## config.mk

```make
export PLATFORM = sky130hd
export DESIGN_NAME = csir_regs
export DESIGN_NICKNAME = d
export VERILOG_FILES = /design/src/logic/csir_pkg.sv /design/src/logic/csir_aux_if.sv /design/src/logic/csir_aux_mem.sv /design/src/logic/csir_regs.sv /design/src/logic/csir_sync.sv
export SDC_FILE = /design/constraint.sdc
export NUM_CORES = 1
export LEC_CHECK = 0
export BUFFER_PORTS_ARGS = -buffer_cell sky130_fd_sc_hd__buf_2
export CAP_MARGIN = 20
export CORE_MARGIN = 10
export CORE_UTILIZATION = 45
export DETAILED_ROUTE_END_ITERATION = 16
export GPL_ROUTABILITY_DRIVEN = 0
export PLACE_DENSITY_LB_ADDON = 0.1
export SLEW_MARGIN = 15
export SYNTH_ARGS = -nofsm -noshare
export SYNTH_HDL_FRONTEND = slang
export SYNTH_SLANG_ARGS = --single-unit
export TNS_END_PERCENT = 50
```

## constraint.sdc

```tcl
create_clock -name clk_sys -period 24.4 [get_ports clk_sys]
set_input_delay 1.22 -clock clk_sys [delete_from_list [all_inputs] [get_ports clk_sys]]
set_output_delay 1.22 -clock clk_sys [all_outputs]
set_load 0.02 [all_outputs]
```

## src/logic/csir_pkg.sv

```systemverilog
// csir_pkg: constants and types for the socket id/ata/index register block
// assumes: 100 MHz clk_sys, registers addressed as byte address = 4 * index
package csir_pkg;

	// ----------------------------------------------------------------
	// register indices
	// ----------------------------------------------------------------
	localparam logic [7:0] IDX_MISC = 8'h1E;
	localparam logic [7:0] IDX_ID = 8'h1F;
	localparam logic [7:0] IDX_ATA = 8'h26;
	localparam logic [7:0] IDX_EXT_SEL = 8'h2E;
	localparam logic [7:0] IDX_EXT_DATA = 8'h2F;
	localparam logic [7:0] IDX_SOCK_B = 8'h40;
	localparam logic [7:0] IDX_IRQ_STAT = 8'h50;
	localparam logic [7:0] IDX_IRQ_EN = 8'h51;
	localparam logic [7:0] IDX_IRQ_CLR = 8'h52;

	// ----------------------------------------------------------------
	// field positions
	// ----------------------------------------------------------------
	localparam int MISC_RING_BIT = 7;
	localparam int MISC_LAMP_BIT = 4;
	localparam int ATA_MODE_BIT = 0;
	localparam int ATA_LAMP_BIT = 1;
	localparam int ATA_SCRATCH_BIT = 2;
	localparam int ATA_ADDR_LSB = 3;
	localparam int ATA_ADDR_W = 5;
	localparam int ID_SIG_LSB = 6;
	localparam int ID_DUAL_BIT = 5;
	localparam int ID_REV_LSB = 1;
	localparam int N_EVENTS = 2;

	// ----------------------------------------------------------------
	// reset and fixed values
	// ----------------------------------------------------------------
	localparam logic [7:0] MISC_RST = 8'h00;
	localparam logic [7:0] ATA_CTL_RST = 8'h00;
	localparam logic [7:0] EXT_SEL_RST = 8'h00;
	localparam logic [7:0] AUX_RST = 8'h00;
	localparam logic [1:0] ID_SIG_FIRST = 2'h3;
	localparam logic [1:0] ID_SIG_SECOND = 2'h0;
	localparam logic [7:0] EXT_RSVD_LO = 8'h05;
	localparam logic [7:0] EXT_RSVD_HI = 8'h09;
	localparam logic [7:0] EXT_LAST = 8'h0B;
	localparam logic [1:0] HTRANS_NONSEQ = 2'h2;

	// ----------------------------------------------------------------
	// timing
	// ----------------------------------------------------------------
	localparam int CLK_MHZ = 100;
	localparam int RING_PULSE_NS = 1000;
	localparam int RING_PULSE_CYC = (RING_PULSE_NS * CLK_MHZ) / 1000;

	// ----------------------------------------------------------------
	// bus state machine
	// ----------------------------------------------------------------
	typedef enum logic [3:0] {
		ST_IDLE = 4'h1,
		ST_WRITE = 4'h2,
		ST_RD_WAIT = 4'h4,
		ST_RD_DONE = 4'h8
	} csir_bus_st_t;

endpackage

```

## src/logic/csir_aux_if.sv

```systemverilog
// csir_aux_if: port between register front end and auxiliary byte store
// assumes: one read and one write port, read data registered in the store
`timescale 1ns/100ps
interface csir_aux_if #(parameter int AW = 5);
	logic rd_en;
	logic [AW-1:0] rd_addr;
	logic wr_en;
	logic [AW-1:0] wr_addr;
	logic [7:0] wdata;
	logic [7:0] rdata;
	modport ctrl(output rd_en, rd_addr, wr_en, wr_addr, wdata, input rdata);
	modport store(input rd_en, rd_addr, wr_en, wr_addr, wdata, output rdata);
endinterface

```

## src/logic/csir_aux_mem.sv

```systemverilog
// csir_aux_mem: auxiliary byte registers behind the extended data index
// assumes: single clock, async active-high reset, one read and one write per cycle
`timescale 1ns/100ps
module csir_aux_mem #(
	parameter int AW = 5
) (
	// clock and reset
	input wire logic clk_sys,
	input wire logic reset,
	// access port
	csir_aux_if.store aux
);
	import csir_pkg::*;

	typedef struct packed {
		logic [(1 << AW)-1:0][7:0] mem;
		logic [7:0] rdata;
	} csir_mem_t;

	csir_mem_t r_reg;
	csir_mem_t r_next;

	always_comb begin
		r_next = r_reg;
		if (aux.wr_en) begin
			r_next.mem[aux.wr_addr] = aux.wdata;
		end
		// write-first: a pipelined read right after a write sees new data
		if (aux.rd_en) begin
			r_next.rdata = r_next.mem[aux.rd_addr];
		end
	end

	always_ff @(posedge clk_sys or posedge reset) begin
		if (reset) begin
			r_reg <= '0;
		end else begin
			r_reg <= r_next;
		end
	end

	assign aux.rdata = r_reg.rdata;

endmodule // csir_aux_mem

```

## src/logic/csir_regs.sv

```systemverilog
// csir_regs: id, ata_socket_control and extended index registers of a socket ctrl
// assumes: AHB-Lite single word transfers, byte address = 4 * index,
// card pins asynchronous, irq sources from same-clock logic
`timescale 1ns/100ps
module csir_regs #(
	parameter logic DUAL = 1'b1,
	parameter logic [3:0] REVISION = 4'h5 // arbitrary value
) (
	// clock and reset
	input wire logic clk_sys,
	input wire logic reset,
	// ahb-lite slave
	input wire logic hsel,
	input wire logic [31:0] haddr,
	input wire logic [1:0] htrans,
	input wire logic hwrite,
	input wire logic [2:0] hsize,
	input wire logic [31:0] hwdata,
	input wire logic hready,
	output logic hreadyout,
	output logic hresp,
	output logic [31:0] hrdata,
	// card pins, active low, asynchronous
	input wire logic [1:0] stschg_n,
	input wire logic [1:0] spkr_n,
	// normal irq sources from system logic
	input wire logic irq15_src,
	input wire logic irq12_src,
	// isa irq pins
	output logic irq15_out,
	output logic irq12_out,
	output logic irq12_oe,
	// socket configuration
	output logic [1:0] ata_mode,
	output logic [1:0] audio_pin_as_lamp,
	output logic [1:0][csir_pkg::ATA_ADDR_W-1:0] ata_high_addr,
	// interrupt
	output logic irq_out
);
	import csir_pkg::*;

	// ----------------------------------------------------------------
	// state
	// ----------------------------------------------------------------
	typedef struct packed {
		csir_bus_st_t st;
		logic [7:0] a_idx;
		logic a_ok;
		logic hready;
		logic [31:0] hrdata;
		logic [7:0] misc;
		logic id_first;
		logic [1:0][7:0] ata_ctl;
		logic [1:0][7:0] ext_sel;
		logic [1:0] stschg_prev;
		logic [N_EVENTS-1:0] irq_stat;
		logic [N_EVENTS-1:0] irq_en;
		logic irq;
		logic [15:0] ring_cnt;
		logic irq15;
		logic irq12;
		logic irq12_oe;
		logic [1:0] ata_mode;
		logic [1:0] lamp_sel;
		logic [1:0][ATA_ADDR_W-1:0] ata_addr;
	} csir_regs_t;

	csir_regs_t r_reg;
	csir_regs_t r_next;

	logic [1:0] stschg_sync;
	logic [1:0] spkr_sync;

	csir_aux_if #(.AW(5)) aux ();

	// ----------------------------------------------------------------
	// helpers
	// ----------------------------------------------------------------
	function automatic logic ext_ok(input logic [7:0] e);
		ext_ok = (e <= EXT_LAST) && !(e >= EXT_RSVD_LO && e <= EXT_RSVD_HI);
	endfunction

	function automatic logic sock_ok(input logic [7:0] idx);
		sock_ok = !idx[6] || DUAL;
	endfunction

	function automatic logic [7:0] base_of(input logic [7:0] idx);
		base_of = idx & ~IDX_SOCK_B;
	endfunction

	// ----------------------------------------------------------------
	// sub-blocks
	// ----------------------------------------------------------------
	csir_sync #(.W(2), .RST(2'h3)) u_sync_stschg (
		.clk_sys(clk_sys),
		.reset(reset),
		.d(stschg_n),
		.q(stschg_sync)
	);

	csir_sync #(.W(2), .RST(2'h3)) u_sync_spkr (
		.clk_sys(clk_sys),
		.reset(reset),
		.d(spkr_n),
		.q(spkr_sync)
	);

	csir_aux_mem #(.AW(5)) u_aux (
		.clk_sys(clk_sys),
		.reset(reset),
		.aux(aux)
	);

	// ----------------------------------------------------------------
	// next state
	// ----------------------------------------------------------------
	always_comb begin
		logic accept;
		logic [7:0] nidx;
		logic [7:0] base;
		logic s;
		logic [7:0] rd;
		logic [N_EVENTS-1:0] clr;
		logic [1:0] fall;
		logic lamp_on;
		accept = 1'b0;
		nidx = haddr[9:2];
		base = 8'h00;
		s = 1'b0;
		rd = 8'h00;
		clr = '0;
		fall = r_reg.stschg_prev & ~stschg_sync;
		lamp_on = 1'b0;
		r_next = r_reg;
		aux.rd_en = 1'b0;
		aux.rd_addr = {nidx[6], r_reg.ext_sel[nidx[6]][3:0]};
		aux.wr_en = 1'b0;
		aux.wr_addr = {r_reg.a_idx[6], r_reg.ext_sel[r_reg.a_idx[6]][3:0]};
		aux.wdata = hwdata[7:0];

		// no wait state on writes; reads take one, the aux store is clocked
		if (r_reg.st != ST_RD_WAIT) begin
			accept = hsel && hready && htrans == HTRANS_NONSEQ;
		end

		base = base_of(r_reg.a_idx);
		s = r_reg.a_idx[6];
		case (r_reg.st)
			ST_WRITE: begin
				if (r_reg.a_ok) begin
					if (r_reg.a_idx == IDX_MISC) begin
						r_next.misc[MISC_RING_BIT] = hwdata[MISC_RING_BIT];
						r_next.misc[MISC_LAMP_BIT] = hwdata[MISC_LAMP_BIT];
					end
					if (r_reg.a_idx == IDX_ID) begin
						r_next.id_first = 1'b1;
					end
					if (r_reg.a_idx == IDX_IRQ_EN) begin
						r_next.irq_en = hwdata[N_EVENTS-1:0];
					end
					if (r_reg.a_idx == IDX_IRQ_CLR) begin
						clr = hwdata[N_EVENTS-1:0];
					end
					if (sock_ok(r_reg.a_idx) && base == IDX_ATA) begin
						r_next.ata_ctl[s] = hwdata[7:0];
					end
					if (DUAL && base == IDX_EXT_SEL) begin
						r_next.ext_sel[s] = hwdata[7:0];
					end
					if (DUAL && base == IDX_EXT_DATA) begin
						aux.wr_en = ext_ok(r_reg.ext_sel[s]);
					end
				end
				r_next.st = ST_IDLE;
			end
			ST_RD_WAIT: begin
				if (r_reg.a_ok) begin
					if (r_reg.a_idx == IDX_MISC) begin
						rd[MISC_RING_BIT] = r_reg.misc[MISC_RING_BIT];
						rd[MISC_LAMP_BIT] = r_reg.misc[MISC_LAMP_BIT];
					end
					if (r_reg.a_idx == IDX_ID) begin
						rd[7:ID_SIG_LSB] = r_reg.id_first ? ID_SIG_FIRST
							: ID_SIG_SECOND;
						rd[ID_DUAL_BIT] = DUAL;
						rd[ID_DUAL_BIT-1:ID_REV_LSB] = REVISION;
						rd[0] = DUAL;
						r_next.id_first = !r_reg.id_first;
					end
					if (r_reg.a_idx == IDX_IRQ_STAT) begin
						rd[N_EVENTS-1:0] = r_reg.irq_stat;
					end
					if (r_reg.a_idx == IDX_IRQ_EN) begin
						rd[N_EVENTS-1:0] = r_reg.irq_en;
					end
					if (sock_ok(r_reg.a_idx) && base == IDX_ATA) begin
						rd = r_reg.ata_ctl[s];
					end
					if (DUAL && base == IDX_EXT_SEL) begin
						rd = r_reg.ext_sel[s];
					end
					// reserved aux slots read as zero
					if (DUAL && base == IDX_EXT_DATA && ext_ok(r_reg.ext_sel[s])) begin
						rd = aux.rdata;
					end
				end
				r_next.hrdata = {24'h000000, rd};
				r_next.hready = 1'b1;
				r_next.st = ST_RD_DONE;
			end
			ST_IDLE, ST_RD_DONE: begin
				r_next.st = ST_IDLE;
			end
			default: begin
				r_next.st = ST_IDLE;
			end
		endcase

		// address phase capture
		if (accept) begin
			r_next.a_idx = nidx;
			r_next.a_ok = haddr[31:10] == 22'h000000 && haddr[1:0] == 2'h0;
			if (hwrite) begin
				r_next.st = ST_WRITE;
			end else begin
				r_next.st = ST_RD_WAIT;
				r_next.hready = 1'b0;
				aux.rd_en = 1'b1;
				// a select written in this same cycle must steer the read
				aux.rd_addr = {nidx[6], r_next.ext_sel[nidx[6]][3:0]};
			end
		end

		// ----------------------------------------------------------------
		// events and interrupt; a new event wins over a clear
		// ----------------------------------------------------------------
		r_next.stschg_prev = stschg_sync;
		if (!DUAL) begin
			fall[1] = 1'b0;
		end
		r_next.irq_stat = (r_reg.irq_stat & ~clr) | fall;
		r_next.irq = |(r_next.irq_stat & r_reg.irq_en);

		// ring wake pulse stretched so a slow host pin sees it
		if (r_reg.misc[MISC_RING_BIT] && |fall) begin
			r_next.ring_cnt = 16'(RING_PULSE_CYC);
		end else if (r_reg.ring_cnt != 16'h0000) begin
			r_next.ring_cnt = r_reg.ring_cnt - 16'h0001;
		end
		if (r_reg.misc[MISC_RING_BIT]) begin
			r_next.irq15 = r_next.ring_cnt != 16'h0000;
		end else begin
			r_next.irq15 = irq15_src;
		end

		// ----------------------------------------------------------------
		// socket outputs
		// ----------------------------------------------------------------
		for (int i = 0; i < 2; i++) begin
			r_next.ata_mode[i] = r_reg.ata_ctl[i][ATA_MODE_BIT];
			r_next.lamp_sel[i] = r_reg.ata_ctl[i][ATA_LAMP_BIT];
			if (r_reg.ata_ctl[i][ATA_MODE_BIT]) begin
				r_next.ata_addr[i] = r_reg.ata_ctl[i][7:ATA_ADDR_LSB];
			end else begin
				r_next.ata_addr[i] = '0;
			end
			if (r_reg.ata_ctl[i][ATA_LAMP_BIT] && !spkr_sync[i]) begin
				lamp_on = 1'b1;
			end
		end
		if (!DUAL) begin
			r_next.ata_mode[1] = 1'b0;
			r_next.lamp_sel[1] = 1'b0;
			r_next.ata_addr[1] = '0;
		end

		// lamp mode: open drain, pulled low while the card lamp is on
		if (r_reg.misc[MISC_LAMP_BIT]) begin
			r_next.irq12 = 1'b0;
			r_next.irq12_oe = lamp_on;
		end else begin
			r_next.irq12 = irq12_src;
			r_next.irq12_oe = 1'b1;
		end
	end

	// ----------------------------------------------------------------
	// registers
	// ----------------------------------------------------------------
	always_ff @(posedge clk_sys or posedge reset) begin
		if (reset) begin
			r_reg <= '0;
			r_reg.st <= ST_IDLE;
			r_reg.hready <= 1'b1;
			r_reg.misc <= MISC_RST;
			r_reg.id_first <= 1'b1;
			r_reg.ata_ctl <= {ATA_CTL_RST, ATA_CTL_RST};
			r_reg.ext_sel <= {EXT_SEL_RST, EXT_SEL_RST};
			r_reg.stschg_prev <= 2'h3;
		end else begin
			r_reg <= r_next;
		end
	end

	// ----------------------------------------------------------------
	// outputs
	// ----------------------------------------------------------------
	assign hreadyout = r_reg.hready;
	assign hresp = 1'b0;
	assign hrdata = r_reg.hrdata;
	assign irq15_out = r_reg.irq15;
	assign irq12_out = r_reg.irq12;
	assign irq12_oe = r_reg.irq12_oe;
	assign ata_mode = r_reg.ata_mode;
	assign audio_pin_as_lamp = r_reg.lamp_sel;
	assign ata_high_addr = r_reg.ata_addr;
	assign irq_out = r_reg.irq;

endmodule // csir_regs

```

## src/logic/csir_sync.sv

```systemverilog
// csir_sync: two-flop synchroniser for pin levels
// assumes: inputs are slow levels, no pulse shorter than two clocks
`timescale 1ns/100ps
module csir_sync #(
	parameter int W = 2,
	parameter logic [W-1:0] RST = '1
) (
	// clock and reset
	input wire logic clk_sys,
	input wire logic reset,
	// data
	input wire logic [W-1:0] d,
	output logic [W-1:0] q
);
	typedef struct packed {
		logic [W-1:0] s1;
		logic [W-1:0] s2;
	} csir_sync_t;

	csir_sync_t r_reg;
	csir_sync_t r_next;

	always_comb begin
		r_next.s1 = d;
		r_next.s2 = r_reg.s1;
	end

	always_ff @(posedge clk_sys or posedge reset) begin
		if (reset) begin
			r_reg <= {RST, RST};
		end else begin
			r_reg <= r_next;
		end
	end

	assign q = r_reg.s2;

endmodule // csir_sync

```

==> results.txt, run 1 <==
----------------------------------------------------
[Routing]
  Length of the first detailed-routing pass in iterations ... 5
  Number of DRC violations after detailed-routing iteration 0 ... 727
  Mean number of vias per cell ... 5.49
  Total routed wirelength ... approximately 40000 µm
  Via count ... around 11000
  Antenna violation net count after detailed routing ... 0
  Routed length per instance ... 20.8 µm
  DRC ... 0

[Timing]
  Portion of the clock cycle consumed by the worst path in the final layout ... 0.202
  Final critical-path required period ... 4.92 ns
  Final Hold Violating Endpoints ... 0
  PnR worst setup slack ... just under 20 ns
  RSZ-0062 raised after global routing ... no
  TNS Setup ... 0 ns
  Maximum clock frequency ... 0.203 GHz
  Relative max-transition margin ... 0.279
  Clock skew after layout ... 0.0262 ns
  Actual transition at the worst max-transition pin ... 1.07 ns
  Total setup violations reported at the end of the flow ... 0
  Final Max Slew Viols ... 0

[Synthesis]
  Post-Syn Area ... roughly 17000 µm²
  Count of state elements after synthesis ... 369
  Share of synthesized flip-flops with an asynchronous set or reset ... 1.00
  Post-synth EDFFs ... 0
  Seq/Total Area, Yosys ... 0.558
  Avg Synthesized Cell Area ... 10.6 µm²
  Number of cells produced by synthesis ... 1563
  Post-synthesis cell type count ... 71
  Synth warnings ... 0
  Top_reg_cell synth ... dfrtp_1

[Finish]
  Post-route core utilization ... 0.491
  Syn-to-layout area delta ... 8.10%
  Post-layout nets ... 1532
  Share of cells above drive strength 1 ... 0.216
  Filler cell count in the final layout ... between 3000 and 4000
  Max FFs per register ... approximately 260

[Global route]
  Remaining global-route overflow ... 0
  Pin count of the biggest net entering global routing ... 176
  Antenna violations before repair ... 0
  Wire length of the first global-routing pass ... 64200 µm
  Overall track demand over capacity in global routing ... 0.182
  Number of global-route vias before repair ... 11000

[Power and ir drop]
  Power per Cell Area ... 77.7 nW/µm²
  Clock power share ... 0.446
  Psw ... ~350 µW
  Leakage dissipation ... between 0.008 and 0.009 µW
  Peak supply drop ... 0.0548 mV
  Power share of the combinational group ... 0.092
  Proportion of total power due to net switching ... 0.248
  Int Power ... between 1000 and 1500 µW
  Power share of the sequential group ... 0.462

[Setup path]
  Cells along the critical path ... buf_2 -> and4b_1 -> nand3_2 -> inv_1 -> nand2b_1 -> o221a_4 -> nand2_4 -> buf_4 -> mux2i_1 -> o22ai_1 -> a311o_1 -> o211ai_1 -> nand4_1
  Startpoint type of the worst setup path ... input pin
  Kind of end point of the critical path ... register
  Critical Path Max Stage Delay ... 0.78 ns
  Critical Path AT ... 5.33 ns
  CP max stage cell ... buf_4
  Crit-path leading delay family ... simple AND/OR/NAND/NOR gates
  Critical setup path kind ... input pin to register
  Critical path required time ... 24.81 ns
  Critical path buffers and inverters ... 3
  Max FO, Critical Path ... 77

[CTS]
  Number of clock sinks ... around 370
  Hold buffer count at CTS ... 0
  Register clock-pin slew on the reported worst setup and hold paths ... ~0.06 ns
  H-Tree Depth ... 2
  Number of gates resized after cts ... 0
  Post-CTS repair timing setup buffer count ... 0
  Worst-skew pair later-pin latency ... 0.56 ns
  Bufs on Longest Clock Path ... 3
  Clock tree from TritonCTS ... done
  Root Buffer ... clkbuf_16
  CTS buffer count ... 41

[Place]
  DPL Wire Length ... about 26000 µm
  Buffers added on ports ... 79
  Pre-CTS setup slack ... 18.98 ns

[Floorplanning]
  # IOs ... 132
  Height of the die ... 212 µm
  Die Footprint ... 44900 µm²
  Width of the chip ... ~210 µm
  Standard-cell row count ... 70
  Std-Cell Core Area ... 36400 µm²
  Starting Density ... 0.455

[Hold path]
  Hold Path Class ... register to register

[Run]
  Max-cap check violation count ... 0

[Outcome]
  Status ... complete, no violations

----------------------------------------------------
==> metrics by stage <==
stage | total power, µW | instances | instance area, µm² | hold slack (ns)
global route | 1450 | 1947 | 17900 | 0.363
floorplan | 745 | 1587 | 16700 | 0.345
detailed placement | 782 | 1875 | 16500 | 0.347
global placement | 781 | 1875 | 16500 | 0.347
CTS | 1410 | 1947 | 17900 | 0.356
finish | 1390 | 1948 | 17900 | 0.355
==> power by group through the flow <==
stage	sequential, µW	combinational, µW	clock, µW
2_1_floorplan	648	96.2	0
3_3_place_gp	653	128	0
3_5_place_dp	653	129	0
6_report	643	127	621
4_1_cts	642	129	638
5_1_grt	644	141	661
==> worst reg2reg max path: cells and delay by family, from the launching register on <==
family,cells,cell delay (ns)
simple gates,4,2.16
compound gates,5,1.44
buf+inv,1,0.43
mux,1,0.35
flops,1,0.32
==> path summary, 6_finish.rpt <==
check / endpoint / slack [ns] / cells past startpoint / start
max: u_aux.aux.rdata[5] / 19.48 / 13 / htrans[0]
min: u_sync_spkr.q[0] / 0.35 / 0 / u_sync_spkr.r_next[0]
max in group asynchronous: u_aux.aux.rdata[5] / 21.31 / 4 / reset
min reg2reg: u_sync_spkr.q[0] / 0.35 / 0 / u_sync_spkr.r_next[0]
min in group asynchronous: r_reg[32] / 0.81 / 2 / reset
max reg2reg: u_aux.aux.rdata[7] / 19.61 / 11 / aux.wr_addr[4]
==> cell usage in the layout, fill, tap and decap left out, types with 15 or more instances in the layout <==
cell,count
mux2_2,132
mux2i_1,46
inv_1,18
a21oi_1,33
nor2_1,79
nand2_1,213
o22ai_1,15
dfrtp_1,356
nand3_1,49
a31oi_1,21
conb_1,25
clkbuf_16,42
nand4_1,34
buf_2,79
o21ai_0,49
==> cells in the mapped netlist, types with 12 or more instances <==
master	count	area, µm²
and3_1	12	75.1
buf_4	49	368
inv_1	19	71.3
buf_2	31	155
o22ai_1	15	93.8
nor2_1	79	297
a21oi_1	33	165
mux2_2	132	1490
o21ai_0	49	245
nor4_1	14	87.6
a31oi_1	21	131
and2_1	14	87.6
mux2i_1	46	460
nor3_1	14	70.1
clkbuf_1	187	702
dfrtp_1	356	8910
nand4_1	34	213
dfstp_2	13	342
nand3_1	49	245
nand2_1	214	803
==> metal layers <==
metal | part of all wire | track usage | up-vias
li1 | - | - | 5055
met1 | 0.48 | 0.256 | 5333
met2 | 0.45 | 0.277 | 255
met3 | 0.053 | 0.0365 | 61
met4 | 0.022 | 0.0545 | 0
met5 | 0 | 0 | -
==> cell families (layout without fill, tap and decap cells) <==
| logic type | after synthesis | in the layout | share of synthesized area |
|---|---|---|---|
| AOI/OAI and AO/OA | 228 | 228 | 0.0965 |
| xor gates and xnor gates | 13 | 13 | 0.00687 |
| adders and majority gates | 2 | 2 | 0.00151 |
| buffers and inverters | 293 | 185 | 0.0803 |
| DFF | 369 | 369 | 0.558 |
| muxes | 180 | 180 | 0.119 |
| other | 1 | 26 | 0.000226 |
| and+or+nand+nor | 477 | 477 | 0.137 |
==> cell type report <==
type / count / area [µm²] / area share
antenna: 1 / 2.50 / 0.000140
clock buffer: 62 / 1260 / 0.0702
clock inverter: 10 / 114 / 0.00636
inverter: 19 / 78.8 / 0.00440
multi-input combinational: 925 / 6100 / 0.341
sequential: 369 / 9250 / 0.517
tap: 468 / 586 / 0.0327
timing repair buffer: 94 / 520 / 0.0291
Note: power is estimated with default switching activity, not from simulation.
==> inputs of run 2 (changes only) <==
==> constraint.sdc (replaced) <==
create_clock -name clk_sys -period 4 [get_ports clk_sys]
set_input_delay 0.2 -clock clk_sys [delete_from_list [all_inputs] [get_ports clk_sys]]
set_output_delay 0.2 -clock clk_sys [all_outputs]
set_load 0.02 [all_outputs]
==> results.txt, run 2 (synthesis gave the netlist of run 1 again) <==
----------------------------------------------------
[Timing]
  Relative max-transition margin ... 0.410 (+0.131)
  Final Max Slew Viols ... 0 (unchanged)
  TNS Setup ... 0 ns (unchanged)
  Total setup violations reported at the end of the flow ... 0 (unchanged)
  Final critical-path required period ... 3.83 ns
  Portion of the clock cycle consumed by the worst path in the final layout ... 0.958
  Clock skew after layout ... 0.0111 ns (-0.0151 ns)
  Actual transition at the worst max-transition pin ... 0.882 ns (-0.191 ns)
  Maximum clock frequency ... 0.261 GHz
  PnR worst setup slack ... 0.169 ns (-19.31 ns)
  Final Hold Violating Endpoints ... 0 (unchanged)
  RSZ-0062 raised after global routing ... no

[Place]
  Post-placement cell area ... 16900 µm² (+2.1%)
  Buffers added on ports ... 79 (unchanged)
  DPL Wire Length ... 27600 µm (+7.4%)
  Pre-CTS setup slack ... 0.220 ns (-18.76 ns)

[Global route]
  Wire length of the first global-routing pass ... 65600 µm (+2.2%)
  Number of global-route vias before repair ... 11100 (+1.7%)
  Overall track demand over capacity in global routing ... 0.185 (+0.00303)
  Pin count of the biggest net entering global routing ... 88 (-50%)
  Antenna violations before repair ... 0 (unchanged)
  Remaining global-route overflow ... 0 (unchanged)

[Finish]
  ANT cells ... 0 (-1)
  Post-Layout Inst Area ... 18700 µm² (+4.2%)
  Leading cell types in the layout, fill and taps excluded ... dfrtp_1, nand2_1, mux2_2
  Most common cell after layout, fill and taps aside ... dfrtp_1
  Post-route core utilization ... 0.512 (+0.0205)
  Share of cells above drive strength 1 ... 0.236 (+0.0201)
  Max FFs per register ... 256 (unchanged)
  Post-layout nets ... 1593 (+4.0%)
  Syn-to-layout area delta ... 12.6%

[Routing]
  Total routed wirelength ... 41000 µm (+1.5%)
  DRC ... 0 (unchanged)
  Number of DRC violations after detailed-routing iteration 0 ... 816 (+12%)
  Routed length per instance ... 20.4 µm (-1.8%)
  Via count ... 11000 (+2.9%)
  Length of the first detailed-routing pass in iterations ... 5 (unchanged)
  Antenna violation net count after detailed routing ... 0 (unchanged)
  Mean number of vias per cell ... 5.47 (-0.39%)

[Power and ir drop]
  Peak supply drop ... 0.291 mV (+430%)
  Power per Cell Area ... 486 nW/µm² (+530%)
  Leakage dissipation ... 0.00860 µW (+4.6%)

[CTS]
  Bufs on Longest Clock Path ... 3 (unchanged)
  Number of clock sinks ... 369 (unchanged)
  Post-CTS repair timing setup buffer count ... 0 (unchanged)
  CTS buffer count ... 42 (+2.4%)
  Clock tree from TritonCTS ... done
  Worst-skew pair later-pin latency ... 0.54 ns (-0.02 ns)
  H-Tree Depth ... 2 (unchanged)
  Number of gates resized after cts ... 0 (unchanged)
  Register clock-pin slew on the reported worst setup and hold paths ... 0.06 ns (about the same)
  Root Buffer ... clkbuf_16

[Setup path]
  Startpoint of the worst-slack reg-to-reg timing path ... r_reg[126]
  Critical setup path kind ... register to register
  Critical path required time ... 4.47 ns (-20.34 ns)
  RR Endpoint ... u_aux.aux.rdata[0]
  Worst R2R Setup Slack ... 0.17 ns (-19.44 ns)
  Number of cell instances on the worst register-to-register path ... 11 (unchanged)
  Startpoint type of the worst setup path ... register
  Max FO, Critical Path ... 26 (-66%)
  Critical Path AT ... 4.30 ns (-1.03 ns)
  Kind of end point of the critical path ... register

[Floorplanning]
  Die Footprint ... 44900 µm² (unchanged)
  Width of the chip ... 212 µm (unchanged)
  Std-Cell Core Area ... 36400 µm² (unchanged)
  Standard-cell row count ... 70 (unchanged)
  # IOs ... 132 (unchanged)
  Starting Density ... 0.455 (unchanged)
  Height of the die ... 212 µm (unchanged)

[Hold path]
  Beginning of the worst hold path ... htrans[1]
  Worst Hold Endpoint ... r_reg[123]
  Hold Path Class ... input pin to register
  Number of cells on the worst hold path ... 3 (+3)

[Run]
  Max-cap check violation count ... 0 (unchanged)

[Outcome]
  Status ... complete, no violations

----------------------------------------------------
[run 2: critical path, cell delays in order, from the launching register on]
cell and delay (ns):
dfrtp_1 0.41, or4b_4 0.65, nand3_2 0.30, inv_1 0.21, nand2b_1 0.22, o221a_4 0.27, and2_4 0.38, buf_12 0.24
nor2_1 0.05, o311ai_0 0.62, nand4_1 0.24, nand4_1 0.16
[run 2: through the flow]
step / power, µW / std cells / hold slack, ns
finish: 9060 / 2012 / 0.0811
global route: 9420 / 2012 / 0.0844
CTS: 9170 / 2012 / 0.0520
detailed placement: 4810 / 1915 / 0.309
global placement: 4800 / 1915 / 0.307
floorplan: 4540 / 1587 / 0.204
[run 2: cell type report]
class,instances,area (µm²)
Clock buffer,59,1220
Tap cell,468,586
Inverter,19,75.1
Clock inverter,18,350
Sequential cell,369,9250
Timing Repair Buffer,154,1070
Multi-Input combinational cell,925,6100
Fill cell,3249,17800
[run 2: worst max path at each step]
stage                                 endpoint  cells after the start        from  slack [ns]
floorplan           asynchronous set/reset pin                      1       reset       -1.14
CTS                         u_aux.aux.rdata[0]                     12  r_reg[126]        0.22
global route                u_aux.aux.rdata[0]                     12  r_reg[126]        0.02
global placement            u_aux.aux.rdata[0]                     12  r_reg[126]        0.28
finish                      u_aux.aux.rdata[0]                     11  r_reg[126]        0.17
detailed placement          u_aux.aux.rdata[0]                     12  r_reg[126]        0.22
[run 2: per-layer routing]
metal / track usage / wire length (µm)
met1: 0.269 / 19500
met2: 0.278 / 18500
met3: 0.0333 / 2280
met5: 0 / 0
met4: 0.0474 / 782
[run 2: repair_timing]
item / CTS / global route
hold endpoints to repair: 42 / 0
endpoints found under the setup margin: 0 / 0
hold buffers: 20 / 0
[run 2: power breakdown]
part	internal, µW	switching, µW
sequential	3840	87.3
combinational	293	529
clock	2770	1550
